[src/verilog/dn_err_pkg.sv]
package dn_err_pkg;
    // ************************************************************
    // Register map
    // ************************************************************
    localparam logic [7:0] OFS_CTRL = 8'h00;
    localparam logic [7:0] OFS_PRI_STS = 8'h04;
    localparam logic [7:0] OFS_SEC_STS = 8'h08;
    localparam logic [7:0] OFS_UNC_STS = 8'h0C;
    localparam logic [7:0] OFS_UNC_MASK = 8'h10;
    localparam logic [7:0] OFS_UNC_SEV = 8'h14;
    localparam logic [7:0] OFS_PTR = 8'h18;
    localparam logic [7:0] OFS_HDR0 = 8'h1C;
    localparam logic [7:0] OFS_HDR1 = 8'h20;
    localparam logic [7:0] OFS_HDR2 = 8'h24;
    localparam logic [7:0] OFS_HDR3 = 8'h28;
    localparam logic [7:0] OFS_INT_MASK = 8'h2C;
    // Control fields
    localparam int CTL_PAR_RESP = 0;
    localparam int CTL_SYSTEM_ERROR_REPORT_ENABLE = 1;
    localparam int CTL_FATAL_EN = 2;
    localparam int CTL_NONFATAL_EN = 3;
    localparam int CTL_MA_MODE = 4;
    localparam int CTL_W = 5;
    // Primary status fields
    localparam int PRI_DET_PAR = 0;
    localparam int PRI_SIG_SERR = 1;
    localparam int PRI_FATAL_DET = 2;
    localparam int PRI_NONFATAL_DET = 3;
    localparam int PRI_W = 4;
    // Secondary status fields
    localparam int SEC_MST_PAR = 0;
    localparam int SEC_SIG_SERR = 1;
    localparam int SEC_RCV_MA = 2;
    localparam int SEC_W = 3;
    // Secondary uncorrectable events, also the pointer codes
    localparam int EV_UDE = 0;
    localparam int EV_PERR = 1;
    localparam int EV_SERR = 2;
    localparam int EV_MA = 3;
    localparam int EV_W = 4;
    localparam int PTR_W = 2;
    localparam int PTR_VALID = 8;
    localparam int HDR_W = 128;
    // Reset values
    localparam logic [CTL_W-1:0] CTRL_RST = 5'h00;
    localparam logic [EV_W-1:0] MASK_RST = 4'h0;
    localparam logic [EV_W-1:0] SEV_RST = 4'h0;
    // Completion status codes
    localparam logic [2:0] CPL_SC = 3'h0;
    localparam logic [2:0] CPL_UR = 3'h1;
    localparam logic [2:0] CPL_CA = 3'h4;

    typedef enum logic [1:0] {KIND_READ, KIND_NP_WRITE, KIND_POSTED} xact_kind_t;
    typedef enum logic {ST_IDLE, ST_BUSY} xact_state_t;

    typedef struct packed {
        logic start;
        xact_kind_t kind;
        logic [HDR_W-1:0] header;
    } xact_req_t;

    typedef struct packed {
        logic done;
        logic data_xfer;
        logic master_abort;
        logic target_abort;
        logic rd_data_err;
    } xact_term_t;

    typedef struct packed {
        logic valid;
        logic [2:0] status;
        logic poisoned;
    } cpl_t;

    typedef struct packed {
        logic fatal;
        logic nonfatal;
    } err_msg_t;
endpackage : dn_err_pkg

[src/verilog/dn_err_handler.sv]
// The strobed register port and the address map were decided locally.
`timescale 1ns/100ps
// How it works
// - Read data error sets detected parity; with parity response, master parity and PERR#.
// - After a read data error keep fetching until byte count or target end.
// - Read with data error completes successfully but poisoned.
// - Unmasked error with no valid pointer logs header and sets pointer.
// - Unmasked reported error sends fatal or nonfatal message by severity and enables.
// - Sent message with system error reporting on sets signaled system error.
// - Each handled error sets fatal or nonfatal detected by severity.
// - PERR# on non-posted write completed with data returns Unsupported Request.
// - PERR# on a forwarded write sets PERR seen; with parity response, master parity.
// - PERR# on posted write: keep delivering the rest of the write.
// - Targets signal SERR#; keep forwarding, set secondary system error and SERR seen.
// - SERR# error logs no header but still updates the pointer.
// - Posted write master-abort discards write and sets both master-abort flags.
// - Posted master-abort reports when unmasked or master-abort mode set.
// - Non-posted master-abort returns Unsupported Request and sets both flags.
// - Non-posted target-abort returns Completer Abort.
module dn_err_handler
    import dn_err_pkg::*;
(
    input wire logic i_sys_clk,
    input wire logic i_rst,
    input wire logic [7:0] i_addr,
    input wire logic [31:0] i_wdata,
    input wire logic i_wr,
    input wire logic i_rd,
    output logic [31:0] o_rdata,
    input wire xact_req_t i_req,
    input wire xact_term_t i_term,
    input wire logic i_parity_error_pin_n,
    input wire logic i_system_error_pin_n,
    output logic o_parity_error_pin_n,
    output logic o_parity_error_pin_oe,
    output cpl_t o_cpl,
    output err_msg_t o_msg,
    output logic o_keep_fetching,
    output logic o_continue_write,
    output logic o_discard,
    output logic o_irq
);
    // ************************************************************
    // Pin synchronisers
    // ************************************************************
    logic perr_meta_reg, perr_sync_reg, perr_last_reg;
    logic serr_meta_reg, serr_sync_reg, serr_last_reg;
    logic perr_fall, serr_fall;

    always_ff @(posedge i_sys_clk or posedge i_rst) begin
        if (i_rst) begin
            perr_meta_reg <= 1'b1;
            perr_sync_reg <= 1'b1;
            perr_last_reg <= 1'b1;
            serr_meta_reg <= 1'b1;
            serr_sync_reg <= 1'b1;
            serr_last_reg <= 1'b1;
        end else begin
            perr_meta_reg <= i_parity_error_pin_n;
            perr_sync_reg <= perr_meta_reg;
            perr_last_reg <= perr_sync_reg;
            serr_meta_reg <= i_system_error_pin_n;
            serr_sync_reg <= serr_meta_reg;
            serr_last_reg <= serr_sync_reg;
        end
    end

    // Edges only, so a pin held low counts as one error
    assign perr_fall = perr_last_reg & ~perr_sync_reg;
    assign serr_fall = serr_last_reg & ~serr_sync_reg;

    // ************************************************************
    // Transaction tracking
    // ************************************************************
    xact_state_t state_reg;
    xact_kind_t kind_reg;
    logic [HDR_W-1:0] header_reg;
    logic data_err_reg, perr_seen_reg, busy, term_any, np_busy;

    assign busy = (state_reg == ST_BUSY);
    assign np_busy = busy && (kind_reg != KIND_POSTED);
    assign term_any = i_term.done | i_term.master_abort | i_term.target_abort;

    always_ff @(posedge i_sys_clk or posedge i_rst) begin
        if (i_rst) begin
            state_reg <= ST_IDLE;
            kind_reg <= KIND_READ;
            header_reg <= '0;
        end else if (!busy && i_req.start) begin
            state_reg <= ST_BUSY;
            kind_reg <= i_req.kind;
            header_reg <= i_req.header;
        end else if (busy && term_any) begin
            state_reg <= ST_IDLE;
        end
    end

    // ************************************************************
    // Error events
    // ************************************************************
    logic [EV_W-1:0] ev, elig, rep;
    logic [CTL_W-1:0] ctrl_reg;
    logic [EV_W-1:0] unc_mask_reg, unc_sev_reg;

    assign ev[EV_UDE] = busy && kind_reg == KIND_READ && i_term.rd_data_err;
    assign ev[EV_PERR] = busy && kind_reg != KIND_READ && perr_fall;
    assign ev[EV_SERR] = busy && serr_fall;
    assign ev[EV_MA] = busy && i_term.master_abort;

    generate
        for (genvar i = 0; i < EV_W; i++) begin : g_report
            // Master-abort mode forces reporting of a masked posted abort only
            assign elig[i] = ev[i] & (~unc_mask_reg[i] | ((i == EV_MA) & ctrl_reg[CTL_MA_MODE] &
                (kind_reg == KIND_POSTED)));
            assign rep[i] = elig[i] & (ctrl_reg[CTL_SYSTEM_ERROR_REPORT_ENABLE] |
                (unc_sev_reg[i] ? ctrl_reg[CTL_FATAL_EN] : ctrl_reg[CTL_NONFATAL_EN]));
        end
    endgenerate

    always_ff @(posedge i_sys_clk or posedge i_rst) begin
        if (i_rst) begin
            data_err_reg <= 1'b0;
            perr_seen_reg <= 1'b0;
            o_keep_fetching <= 1'b0;
            o_continue_write <= 1'b0;
        end else if (!busy || term_any) begin
            data_err_reg <= 1'b0;
            perr_seen_reg <= 1'b0;
            o_keep_fetching <= 1'b0;
            o_continue_write <= 1'b0;
        end else begin
            if (ev[EV_UDE]) begin
                data_err_reg <= 1'b1;
                o_keep_fetching <= 1'b1;
            end
            if (ev[EV_PERR]) begin
                perr_seen_reg <= 1'b1;
                o_continue_write <= (kind_reg == KIND_POSTED);
            end
        end
    end

    // ************************************************************
    // Completions, discard and PERR# drive
    // ************************************************************
    always_ff @(posedge i_sys_clk or posedge i_rst) begin
        if (i_rst) begin
            o_cpl <= '0;
            o_discard <= 1'b0;
        end else begin
            o_cpl <= '0;
            o_discard <= busy && kind_reg == KIND_POSTED && i_term.master_abort;
            if (np_busy && i_term.master_abort) begin
                o_cpl <= '{valid: 1'b1, status: CPL_UR, poisoned: 1'b0};
            end else if (np_busy && i_term.target_abort) begin
                o_cpl <= '{valid: 1'b1, status: CPL_CA, poisoned: 1'b0};
            end else if (np_busy && i_term.done && kind_reg == KIND_READ) begin
                o_cpl <= '{valid: 1'b1, status: CPL_SC,
                    poisoned: data_err_reg | ev[EV_UDE]};
            end else if (np_busy && i_term.done) begin
                o_cpl.valid <= 1'b1;
                o_cpl.status <= ((perr_seen_reg | ev[EV_PERR]) && i_term.data_xfer) ?
                    CPL_UR : CPL_SC;
            end
        end
    end

    // Bridge drives PERR# for one cycle per read data error it detects, only while parity response is on
    always_ff @(posedge i_sys_clk or posedge i_rst) begin
        if (i_rst) begin
            o_parity_error_pin_n <= 1'b1;
            o_parity_error_pin_oe <= 1'b0;
        end else begin
            o_parity_error_pin_n <= ~(ev[EV_UDE] & ctrl_reg[CTL_PAR_RESP]);
            o_parity_error_pin_oe <= ev[EV_UDE] & ctrl_reg[CTL_PAR_RESP];
        end
    end

    // ************************************************************
    // Status registers
    // ************************************************************
    logic [PRI_W-1:0] pri_sts_reg, pri_set;
    logic [SEC_W-1:0] sec_sts_reg, sec_set;
    logic [EV_W-1:0] unc_sts_reg, int_mask_reg;
    logic wr_pri, wr_sec, wr_unc;

    assign wr_pri = i_wr && i_addr == OFS_PRI_STS;
    assign wr_sec = i_wr && i_addr == OFS_SEC_STS;
    assign wr_unc = i_wr && i_addr == OFS_UNC_STS;

    assign pri_set[PRI_DET_PAR] = ev[EV_UDE];
    assign pri_set[PRI_SIG_SERR] = (|rep) & ctrl_reg[CTL_SYSTEM_ERROR_REPORT_ENABLE];
    assign pri_set[PRI_FATAL_DET] = |(ev & unc_sev_reg);
    assign pri_set[PRI_NONFATAL_DET] = |(ev & ~unc_sev_reg);
    assign sec_set[SEC_MST_PAR] = (ev[EV_UDE] | ev[EV_PERR]) & ctrl_reg[CTL_PAR_RESP];
    assign sec_set[SEC_SIG_SERR] = ev[EV_SERR];
    assign sec_set[SEC_RCV_MA] = ev[EV_MA];

    // Set wins over a same-cycle write-one clear
    always_ff @(posedge i_sys_clk or posedge i_rst) begin
        if (i_rst) begin
            pri_sts_reg <= '0;
            sec_sts_reg <= '0;
            unc_sts_reg <= '0;
        end else begin
            pri_sts_reg <= (pri_sts_reg & ~(wr_pri ? i_wdata[PRI_W-1:0] : '0)) | pri_set;
            sec_sts_reg <= (sec_sts_reg & ~(wr_sec ? i_wdata[SEC_W-1:0] : '0)) | sec_set;
            unc_sts_reg <= (unc_sts_reg & ~(wr_unc ? i_wdata[EV_W-1:0] : '0)) | ev;
        end
    end

    // ************************************************************
    // First-error pointer and header log
    // ************************************************************
    logic [PTR_W-1:0] ptr_reg, ptr_pick;
    logic ptr_valid_reg;
    logic [HDR_W-1:0] hdr_log_reg;
    logic [EV_W-1:0] unmasked;

    assign unmasked = ev & ~unc_mask_reg;

    // Lowest index wins when several errors land together
    always_comb begin
        ptr_pick = '0;
        for (int i = EV_W - 1; i >= 0; i--) begin
            if (unmasked[i]) begin
                ptr_pick = PTR_W'(i);
            end
        end
    end

    always_ff @(posedge i_sys_clk or posedge i_rst) begin
        if (i_rst) begin
            ptr_reg <= '0;
            ptr_valid_reg <= 1'b0;
            hdr_log_reg <= '0;
        end else if (!ptr_valid_reg && |unmasked) begin
            ptr_reg <= ptr_pick;
            ptr_valid_reg <= 1'b1;
            if (ptr_pick != PTR_W'(EV_SERR)) begin
                hdr_log_reg <= header_reg;
            end
        end else if (wr_unc && i_wdata[ptr_reg] && !ev[ptr_reg]) begin
            ptr_valid_reg <= 1'b0;
        end
    end

    // ************************************************************
    // Messages and interrupt
    // ************************************************************
    always_ff @(posedge i_sys_clk or posedge i_rst) begin
        if (i_rst) begin
            o_msg <= '0;
            o_irq <= 1'b0;
        end else begin
            o_msg.fatal <= |(rep & unc_sev_reg);
            o_msg.nonfatal <= |(rep & ~unc_sev_reg);
            o_irq <= |(unc_sts_reg & int_mask_reg);
        end
    end

    // ************************************************************
    // Register port
    // ************************************************************
    always_ff @(posedge i_sys_clk or posedge i_rst) begin
        if (i_rst) begin
            ctrl_reg <= CTRL_RST;
            unc_mask_reg <= MASK_RST;
            unc_sev_reg <= SEV_RST;
            int_mask_reg <= MASK_RST;
        end else if (i_wr) begin
            unique case (i_addr)
                OFS_CTRL: ctrl_reg <= i_wdata[CTL_W-1:0];
                OFS_UNC_MASK: unc_mask_reg <= i_wdata[EV_W-1:0];
                OFS_UNC_SEV: unc_sev_reg <= i_wdata[EV_W-1:0];
                OFS_INT_MASK: int_mask_reg <= i_wdata[EV_W-1:0];
                default: ;
            endcase
        end
    end

    always_ff @(posedge i_sys_clk or posedge i_rst) begin
        if (i_rst) begin
            o_rdata <= '0;
        end else begin
            o_rdata <= '0;
            if (i_rd) begin
                unique case (i_addr)
                    OFS_CTRL: o_rdata <= 32'(ctrl_reg);
                    OFS_PRI_STS: o_rdata <= 32'(pri_sts_reg);
                    OFS_SEC_STS: o_rdata <= 32'(sec_sts_reg);
                    OFS_UNC_STS: o_rdata <= 32'(unc_sts_reg);
                    OFS_UNC_MASK: o_rdata <= 32'(unc_mask_reg);
                    OFS_UNC_SEV: o_rdata <= 32'(unc_sev_reg);
                    OFS_PTR: o_rdata <= 32'({ptr_valid_reg, 6'h00, ptr_reg});
                    OFS_HDR0: o_rdata <= hdr_log_reg[31:0];
                    OFS_HDR1: o_rdata <= hdr_log_reg[63:32];
                    OFS_HDR2: o_rdata <= hdr_log_reg[95:64];
                    OFS_HDR3: o_rdata <= hdr_log_reg[127:96];
                    OFS_INT_MASK: o_rdata <= 32'(int_mask_reg);
                    default: o_rdata <= '0;
                endcase
            end
        end
    end
endmodule : dn_err_handler

[config.mk]
export PLATFORM = sky130hd
export DESIGN_NAME = dn_err_handler
export DESIGN_NICKNAME = d
export VERILOG_FILES = /design/src/verilog/dn_err_pkg.sv /design/src/verilog/dn_err_handler.sv
export SDC_FILE = /design/constraint.sdc
export NUM_CORES = 1
export LEC_CHECK = 0
export BUFFER_PORTS_ARGS = -buffer_cell sky130_fd_sc_hd__buf_4
export CAP_MARGIN = 10
export CORE_UTILIZATION = 61
export CTS_CLUSTER_DIAMETER = 150
export DETAILED_ROUTE_END_ITERATION = 8
export PLACE_DENSITY_LB_ADDON = 0.05
export SLEW_MARGIN = 20
export SYNTH_ARGS = -nofsm -noshare
export SYNTH_HDL_FRONTEND = slang
export SYNTH_SLANG_ARGS = --single-unit
[constraint.sdc]
create_clock -name i_sys_clk -period 21.2 [get_ports i_sys_clk]
set_input_delay 2.12 -clock i_sys_clk [delete_from_list [all_inputs] [get_ports i_sys_clk]]
set_output_delay 2.12 -clock i_sys_clk [all_outputs]
set_load 0.02 [all_outputs]
==> Yosys cells after proc, flatten, opt, wreduce, memory -nomap -nowiden <==
Cells that the tools add are included.
{ "totals": {"inputBits": 182, "wordCells": 174, "reg_bits": 342, "output_inout_bits": 45} }
{ "classes": {"n_bitwise": 48, "muxes": 33, "n_lt_le_gt_ge": 2, "n_reduce_logical": 45, "n_eq_ne": 14} }
{ "op_table": {"columns": ["operator", "count"], "rows": [
  ["32-bit one-hot mux with 12 select lines", 1],
  ["4-bit bitwise AND", 8],
  ["8-bit by 5-bit == test with 1-bit output (second input constant)", 4],
  ["8-bit by 6-bit == test with 1-bit output (second input constant)", 4],
  ["32-bit two-way mux", 1],
  ["4-bit OR reduction", 7],
  ["1-bit logical AND", 22],
  ["1-bit two-way mux", 18],
  ["8-bit by 4-bit == test with 1-bit output (second input constant)", 2],
  ["4-bit two-way mux", 4],
  ["4-bit NOT", 4],
  ["1-bit bitwise AND", 14],
  ["5-bit two-way mux", 2],
  ["1-bit bitwise OR", 10],
  ["2-bit AND reduction", 5],
  ["2-bit nonzero test", 5],
  ["8-bit by 3-bit == test with 1-bit output (second input constant)", 1],
  ["8-bit zero test", 1],
  ["2-bit two-way mux", 4],
  ["4-bit bitwise OR", 2],
  ["1-bit NOT", 7],
  ["2-bit by 6-bit less-than comparator with 1-bit output (second input constant)", 1],
  ["1-bit binary-select mux with 2-bit select", 2],
  ["2-bit != test (second input constant)", 2],
  ["other kinds (9)", 11]
]} }

==> Depth between registers and ports, before layout <==
Gate-level depths: netlist of the first run.
{ "depth": {"ltp_word": 10, "ltp_mapped": 8, "mapped_depth_nobuf": 5} }

==> Worst setup path after synthesis of the first run <==
Ideal clock, no wire load.
{ "synth_path": {"kind": "input to register", "start": "in i_term[2] (netlist name)", "end": "reg hdr_log_reg[0]", "setup_slack_ns": 17.514, "cell_stages": 7, "arrival_time_ns": 3.561, "setup_ns": 0.125, "path_buffers": 3, "required_ns": 21.075, "cell_sequence": "buf_2 nand2_1 or3_1 a21oi_4 buf_12 buf_12 mux2_4"} }
{ "synth_via": {"elab_chain_len": 8, "elab_cells_between_ends": 10, "cone_classes": "eq/ne (1); mux (4); bitwise (1); reduce/logical (4)"} }
{ "synth_lines": {"columns": ["item", "line", "rtl"], "rows": [
  ["from (decl)", "dn_err_handler.sv:31", "input wire xact_term_t i_term,"],
  ["1-bit logical AND (*)", "dn_err_handler.sv:108", "assign ev[EV_MA] = busy && i_term.master_abort;"],
  ["4-bit bitwise AND (*)", "dn_err_handler.sv:220", "assign unmasked = ev & ~unc_mask_reg;"],
  ["2-bit two-way mux (4 in series)", "dn_err_handler.sv:226", "if (unmasked[i]) begin"],
  ["2-bit != test", "dn_err_handler.sv:240", "if (ptr_pick != PTR_W'(EV_SERR)) begin"],
  ["2-bit AND reduction (no line) (*)", null, null],
  ["to (signal assigned)", "dn_err_handler.sv:241", "hdr_log_reg <= header_reg;"],
  ["to (decl)", "dn_err_handler.sv:217", "logic [HDR_W-1:0] hdr_log_reg;"]
]} }
Mark *: on every way between the ends. The rest lies on a longest branch, timed or not.
A chain may end at the register's enable or synchronous reset.

==> Worst setup path in the final report of the first run <==
{ "layout_path": {"start": "in i_term[0] (netlist name)", "end": "reg hdr_log_reg[22]"} }
{ "layout_via": {"elab_chain_len": 5, "elab_cells_between_ends": 7, "cone_classes": "eq/ne (1); mux (1); bitwise (1); reduce/logical (4)"} }
{ "layout_lines": {"columns": ["item", "line", "rtl"], "rows": [
  ["1-bit logical AND (*)", "dn_err_handler.sv:105", "assign ev[EV_UDE] = busy && kind_reg == KIND_READ && i_term.rd_data_err;"],
  ["4-bit bitwise AND (*)", "dn_err_handler.sv:220", null],
  ["2-bit two-way mux / 4-bit OR reduction (equally long branches)", "dn_err_handler.sv:226, dn_err_handler.sv:237", null],
  ["2-bit != test / 1-bit logical AND (equally long branches)", "dn_err_handler.sv:240, dn_err_handler.sv:237", null],
  ["2-bit AND reduction (no line) (*)", null, null]
]} }
Marks and branches as above.

==> results of run 1 <==
## cell type report
| cell class | count | share of cell area (%) |
|---|---|---|
| sequential | 341 | 49.7 |
| clock buffer | 59 | 6.45 |
| timing repair buffer | 209 | 9.32 |
| inverter | 5 | 0.153 |
| tap | 313 | 2.28 |
| clock inverter | 3 | 0.233 |
| multi-input combinational | 568 | 31.8 |
## Yosys cell counts (2+ instances only)
master | instances | area [um^2]
buf_6 | 5 | 56.3
nor4_1 | 4 | 25.0
a221oi_1 | 23 | 201
inv_1 | 5 | 18.8
a222oi_1 | 3 | 30.0
nor3b_1 | 2 | 15.0
nand3_1 | 16 | 80.1
a21oi_4 | 2 | 32.5
o22a_1 | 2 | 17.5
a31oi_1 | 9 | 56.3
a22oi_1 | 31 | 233
o21ai_0 | 6 | 30.0
nor2b_1 | 7 | 43.8
nand4_1 | 2 | 12.5
buf_12 | 11 | 220
buf_1 | 4 | 15.0
nand3b_1 | 4 | 30.0
mux4_2 | 2 | 45.0
dfstp_2 | 7 | 184
o32ai_1 | 2 | 17.5
a32oi_1 | 3 | 26.3
buf_2 | 19 | 95.1
o22ai_1 | 3 | 18.8
nor2_2 | 2 | 12.5
nor3_1 | 4 | 20.0
buf_4 | 2 | 15.0
a22o_1 | 9 | 78.8
a21o_1 | 5 | 37.5
clkbuf_1 | 17 | 63.8
nand2_1 | 35 | 131
mux2i_1 | 8 | 80.1
a21oi_1 | 6 | 30.0
mux2_2 | 162 | 1820
mux2_4 | 120 | 1800
a221o_1 | 2 | 20.0
nor2_1 | 69 | 259
dfrtp_1 | 334 | 8360
nand2b_1 | 4 | 25.0
## power groups by stage
stage          combinational, uW  sequential [uW]  clock [uW]
5_1_grt                      148              750         643
4_1_cts                      137              743         620
3_5_place_dp                 136              753           0
2_1_floorplan               92.7              743           0
6_report                     136              742         608
3_3_place_gp                 132              750           0
## how the worst max path moves through the flow
stage               from               to  slack [ns]  depth (start not counted)
2_1_floorplan      i_rst             busy        9.64                          1
3_3_place_gp   i_term[0]  hdr_log_reg[24]       16.27                          7
3_5_place_dp   i_term[0]  hdr_log_reg[22]       16.28                          7
4_1_cts        i_term[0]  hdr_log_reg[22]       16.80                          7
5_1_grt        i_term[0]  hdr_log_reg[24]       16.68                          7
6_report       i_term[0]  hdr_log_reg[22]       16.75                          7
## worst max-delay path, stage by stage
cell      delay [ns]
buf_4           0.08
and4bb_1        0.50
nor2b_4         0.29
a21oi_4         0.06
a21oi_4         0.49
buf_12          0.61
mux2_2          0.42
## logic make-up (layout without fill, tap and decap cells)
logic type             after synthesis  after routing  synth area share [%]
DFF                                341            341                  59.1
muxes                              292            292                  25.9
and+or+nand+nor                    162            162                  5.41
AOI/OAI and AO/OA                  113            113                  6.18
buffers and inverters               63            276                  3.35
other                                1              1                0.0259
## stage by stage
step | worst slack (ns) | total power (uW) | instances | util, %
2_1_floorplan | 9.64 | 835 | 972 | -
3_3_place_gp | 16.27 | 882 | 1435 | 69.8
3_5_place_dp | 16.28 | 889 | 1435 | 69.8
4_1_cts | 16.80 | 1500 | 1497 | 74.8
5_1_grt | 16.68 | 1540 | 1498 | 74.9
6_report | 16.75 | 1490 | 1498 | 74.9
## per-layer routing
layer	routed length, um	share of wire [%]
met1	13800	43
met2	14900	47
met3	2350	7.4
met4	724	2.3
met5	0	0
==> flow_metrics.env, run 1 <==
export IMPL_syn_cell_area_um2=14500
export IMPL_synth_seq_area_share_pct=59.1
export IMPL_clkLatencyLatePin_ns=0.51
export IMPL_n_antenna_cell=0
export IMPL_met3_usage_pct=7.08
export IMPL_worstPathMaxFanout=119
export IMPL_ir_drop_mv=0.0656
export IMPL_rr_worst_depth=6
export IMPL_synth_edf_count=0
export IMPL_synthCells=972
export IMPL_clkTransAtPathRegs_ns=0.06
export IMPL_tns_ns=0
export IMPL_switching_share_pct=22.3
export IMPL_power_frac_seq_pct=50.0
export IMPL_via_per_inst=5.89
export IMPL_relSlewSlack_pct=32.0
export IMPL_fp_dieW_um=156
export IMPL_skew_ns=0.0156
export IMPL_synth_ff_type="dfrtp_1"
export IMPL_cts_setup_buffers=0
export IMPL_port_buffers=198
export IMPL_cap_violations=0
export IMPL_grt_pass1_wl_um=50900
export IMPL_hpwlAfterDp_um=19500
export IMPL_cp_start_kind="input port"
export IMPL_hold_path_depth=0
export IMPL_required_ns=21.58
export IMPL_reg2reg_to="hdr_log_reg[22]"
export IMPL_worstHoldStart="perr_meta_reg"
export IMPL_grt_use_met2_pct=42.9
export IMPL_path_class="in -> reg"
export IMPL_powerDensity_nw_per_um2=86.5
export IMPL_io_pins=227
export IMPL_ys_types=59
export IMPL_ys_warn_count=0
export IMPL_detail_route_wl_per_cell_um=21.2
export IMPL_fin_crit_sh_pct=21.0
export IMPL_cts_hold_buf=0
export IMPL_initial_utilization_pct=63.1
export IMPL_layout_common_cells="334 x dfrtp_1, 207 x buf_4, 162 x mux2_2"
export IMPL_cts_buffers_inserted=36
export IMPL_hold_viol_final=0
export IMPL_min_period_ns=4.45
export IMPL_holdWs_ns=0.359
export IMPL_areaGrowthSynthToFinish_pct=18.8
export IMPL_hp_class="reg -> reg"
export IMPL_cp_arrival_ns=4.83
export IMPL_setup_viol=0
export IMPL_p_switching_uw=331
export IMPL_clock_path_buffers=3
export IMPL_seq_area_um2=8540
export IMPL_status="finished, final reports clean"
export IMPL_leakagePower_uw=0.00785
export IMPL_ys_seq_elements=341
export IMPL_max_freq_ghz=0.225
export IMPL_whs_endpoint="perr_sync_reg"
export IMPL_multiInputGateArea_um2=5470
export IMPL_grt_max_degree=124
export IMPL_dpl_cell_area_um2=16000
export IMPL_drt_total_wl_um=31800
export IMPL_p_int_uw=1160
export IMPL_p_comb_share_pct=9.1
export IMPL_cts_root_buffer="clkbuf_16"
export IMPL_clkPwrFrac_pct=40.9
export IMPL_antenna_found_initial=0
export IMPL_drc=0
export IMPL_fin_nets=1343
export IMPL_rsz0062_at_grt="false"
export IMPL_coreArea_um2=22900
export IMPL_ant_nets=0
export IMPL_busiest_layer="met2"
export IMPL_layout_drive_gt1_share_pct=47.3
export IMPL_fill_cells=1486
export IMPL_async_flop_share_pct=100
export IMPL_cts_resized=0
export IMPL_syn_nets=1154
export IMPL_rrSetupSlack_ns=17.65
export IMPL_grtUsageMet1_pct=38.4
export IMPL_synth_area_per_cell_um2=14.9
export IMPL_cts_max_level=2
export IMPL_drt_initial_drc_count=579
export IMPL_tightest_slew_ns=1.02
export IMPL_vias=8821
export IMPL_r2r_start="busy"
export IMPL_rows=55
export IMPL_grt_pass1_vias=9199
export IMPL_gp_congestion=0.923
export IMPL_clock_sinks=341
export IMPL_fp_dieH_um=156
export IMPL_dieArea_um2=24300
export IMPL_layout_cells_most_common="dfrtp_1"
export IMPL_grt_use_total_pct=27.5
export IMPL_finalInstanceArea_um2=17200
export IMPL_drv_slew=0
export IMPL_first_pass_iters=5
export IMPL_overflow=0
export IMPL_cts_tree="built"
export IMPL_crit_path_end_kind="register"
(Power assumes the default switching activity.)
==> run 2, diff against run 1 <==
- CORE_UTILIZATION: 61 -> 57
- clock period: 21.2 -> 4.5 ns (I/O delays scaled with it)
==> flow_metrics.env, run 2 (synthesis results as in run 1) <==
export IMPL_cp_arrival_ns=3.39
export IMPL_stdcell_count=1520
export IMPL_grtUsageMet1_pct=36.7
export IMPL_utilization_pct=70.4
export IMPL_grt_pass1_vias=9024
export IMPL_clkLatencyLatePin_ns=0.51
export IMPL_cap_violations=0
export IMPL_power_total_uw=7120
export IMPL_io_pins=227
export IMPL_rsz0062_at_grt="false"
export IMPL_drt_initial_drc_count=747
export IMPL_port_buffers=198
export IMPL_grt_use_met2_pct=38.9
export IMPL_cts_setup_buffers=0
export IMPL_cts_resized=0
export IMPL_crit_path_end_kind="register"
export IMPL_cts_buffers_inserted=36
export IMPL_coreArea_um2=24600
export IMPL_busiest_layer="met2"
export IMPL_cp_start_kind="register"
export IMPL_ir_drop_mv=0.393
export IMPL_gp_congestion=0.889
export IMPL_clkTransAtPathRegs_ns=0.06
export IMPL_cts_max_level=2
export IMPL_layout_common_cells="334 x dfrtp_1, 212 x buf_4, 162 x mux2_2"
export IMPL_cts_root_buffer="clkbuf_16"
export IMPL_fp_dieH_um=161
export IMPL_drv_slew=0
export IMPL_multiInputGateArea_um2=5470
export IMPL_clock_path_buffers=3
export IMPL_n_antenna_cell=0
export IMPL_ant_nets=0
export IMPL_dieArea_um2=26000
export IMPL_areaGrowthSynthToFinish_pct=19.8
export IMPL_cts_hold_buf=0
export IMPL_required_ns=4.89
export IMPL_fp_dieW_um=161
export IMPL_pre_cts_slack_ns=1.52
export IMPL_layout_cells_most_common="dfrtp_1"
export IMPL_via_per_inst=5.71
export IMPL_seq_area_um2=8540
export IMPL_status="finished, final reports clean"
export IMPL_path_class="reg -> reg"
export IMPL_worstPathMaxFanout=43
export IMPL_clock_sinks=341
export IMPL_min_period_ns=3.00
export IMPL_leakagePower_uw=0.00792
export IMPL_tightest_slew_ns=1.05
export IMPL_met3_usage_pct=5.52
export IMPL_layout_drive_gt1_share_pct=48.3
export IMPL_relSlewSlack_pct=30.2
export IMPL_drc=0
export IMPL_first_pass_iters=5
export IMPL_setup_viol=0
export IMPL_max_freq_ghz=0.333
export IMPL_drt_total_wl_um=31800
export IMPL_grt_use_total_pct=25.2
export IMPL_fill_cells=1706
export IMPL_setup_ws_ns=1.50
export IMPL_overflow=0
export IMPL_antenna_found_initial=2
export IMPL_rows=57
export IMPL_rr_worst_depth=6
export IMPL_fin_crit_sh_pct=66.6
export IMPL_fin_nets=1350
export IMPL_grt_max_degree=188
export IMPL_detail_route_wl_per_cell_um=20.9
export IMPL_grt_pass1_wl_um=50700
export IMPL_post_place_cells=1454
export IMPL_hpwlAfterDp_um=20400
export IMPL_skew_ns=0.0156
export IMPL_vias=8685
export IMPL_hold_viol_final=0
export IMPL_initial_utilization_pct=58.8
export IMPL_cts_tree="built"
export IMPL_powerDensity_nw_per_um2=411
export IMPL_hp_class="in -> async"
## run 2: routing by layer
layer | share of wire (%) | up-vias
met5 | 0.085 | -
met4 | 1.7 | 4
met3 | 6.8 | 50
met2 | 46 | 280
met1 | 45 | 4425
li1 | - | 3926
## run 2: stage by stage
stage	hold slack [ns]	TNS (ns)	cell area, um^2
2_1_floorplan	0.345	-168.61	14500
3_3_place_gp	0.346	0	16100
3_5_place_dp	0.349	0	16100
4_1_cts	0.00558	0	17300
5_1_grt	0.0144	0	17300
6_report	0.0194	0	17300
## run 2: final cells by class
type | count | area share (%)
Inverter | 5 | 0.130
Multi-Input combinational cell | 568 | 31.6
Tap cell | 324 | 2.34
Timing Repair Buffer | 216 | 9.65
Clock inverter | 14 | 0.802
Clock buffer | 52 | 6.19
Sequential cell | 341 | 49.3
## run 2: critical path: stages, from the launching register on
cell,delay [ns]
dfrtp_1,0.68
and4bb_1,0.60
nor2b_4,0.29
a21oi_4,0.06
a21oi_4,0.18
buf_4,0.66
mux2_4,0.35
## run 2: worst paths after layout
kind | endpoint | slack (ns) | from
max reg2reg | hdr_log_reg[46] | 1.50 | busy
min reg2reg | serr_sync_reg | 0.36 | serr_meta_reg
min in group i_sys_clk | perr_meta_reg | 0.04 | i_parity_error_pin_n
max in group asynchronous | header_reg[57] | 3.47 | i_rst
max | hdr_log_reg[46] | 1.50 | busy
min | perr_sync_reg | 0.02 | i_rst
## run 2: power by group
| group | switching (uW) | internal [uW] | leakage (uW) |
|---|---|---|---|
| Sequential | 159 | 3340 | 0.00438 |
| Clock | 1200 | 1780 | 0.000599 |
| Combinational | 263 | 380 | 0.00294 |
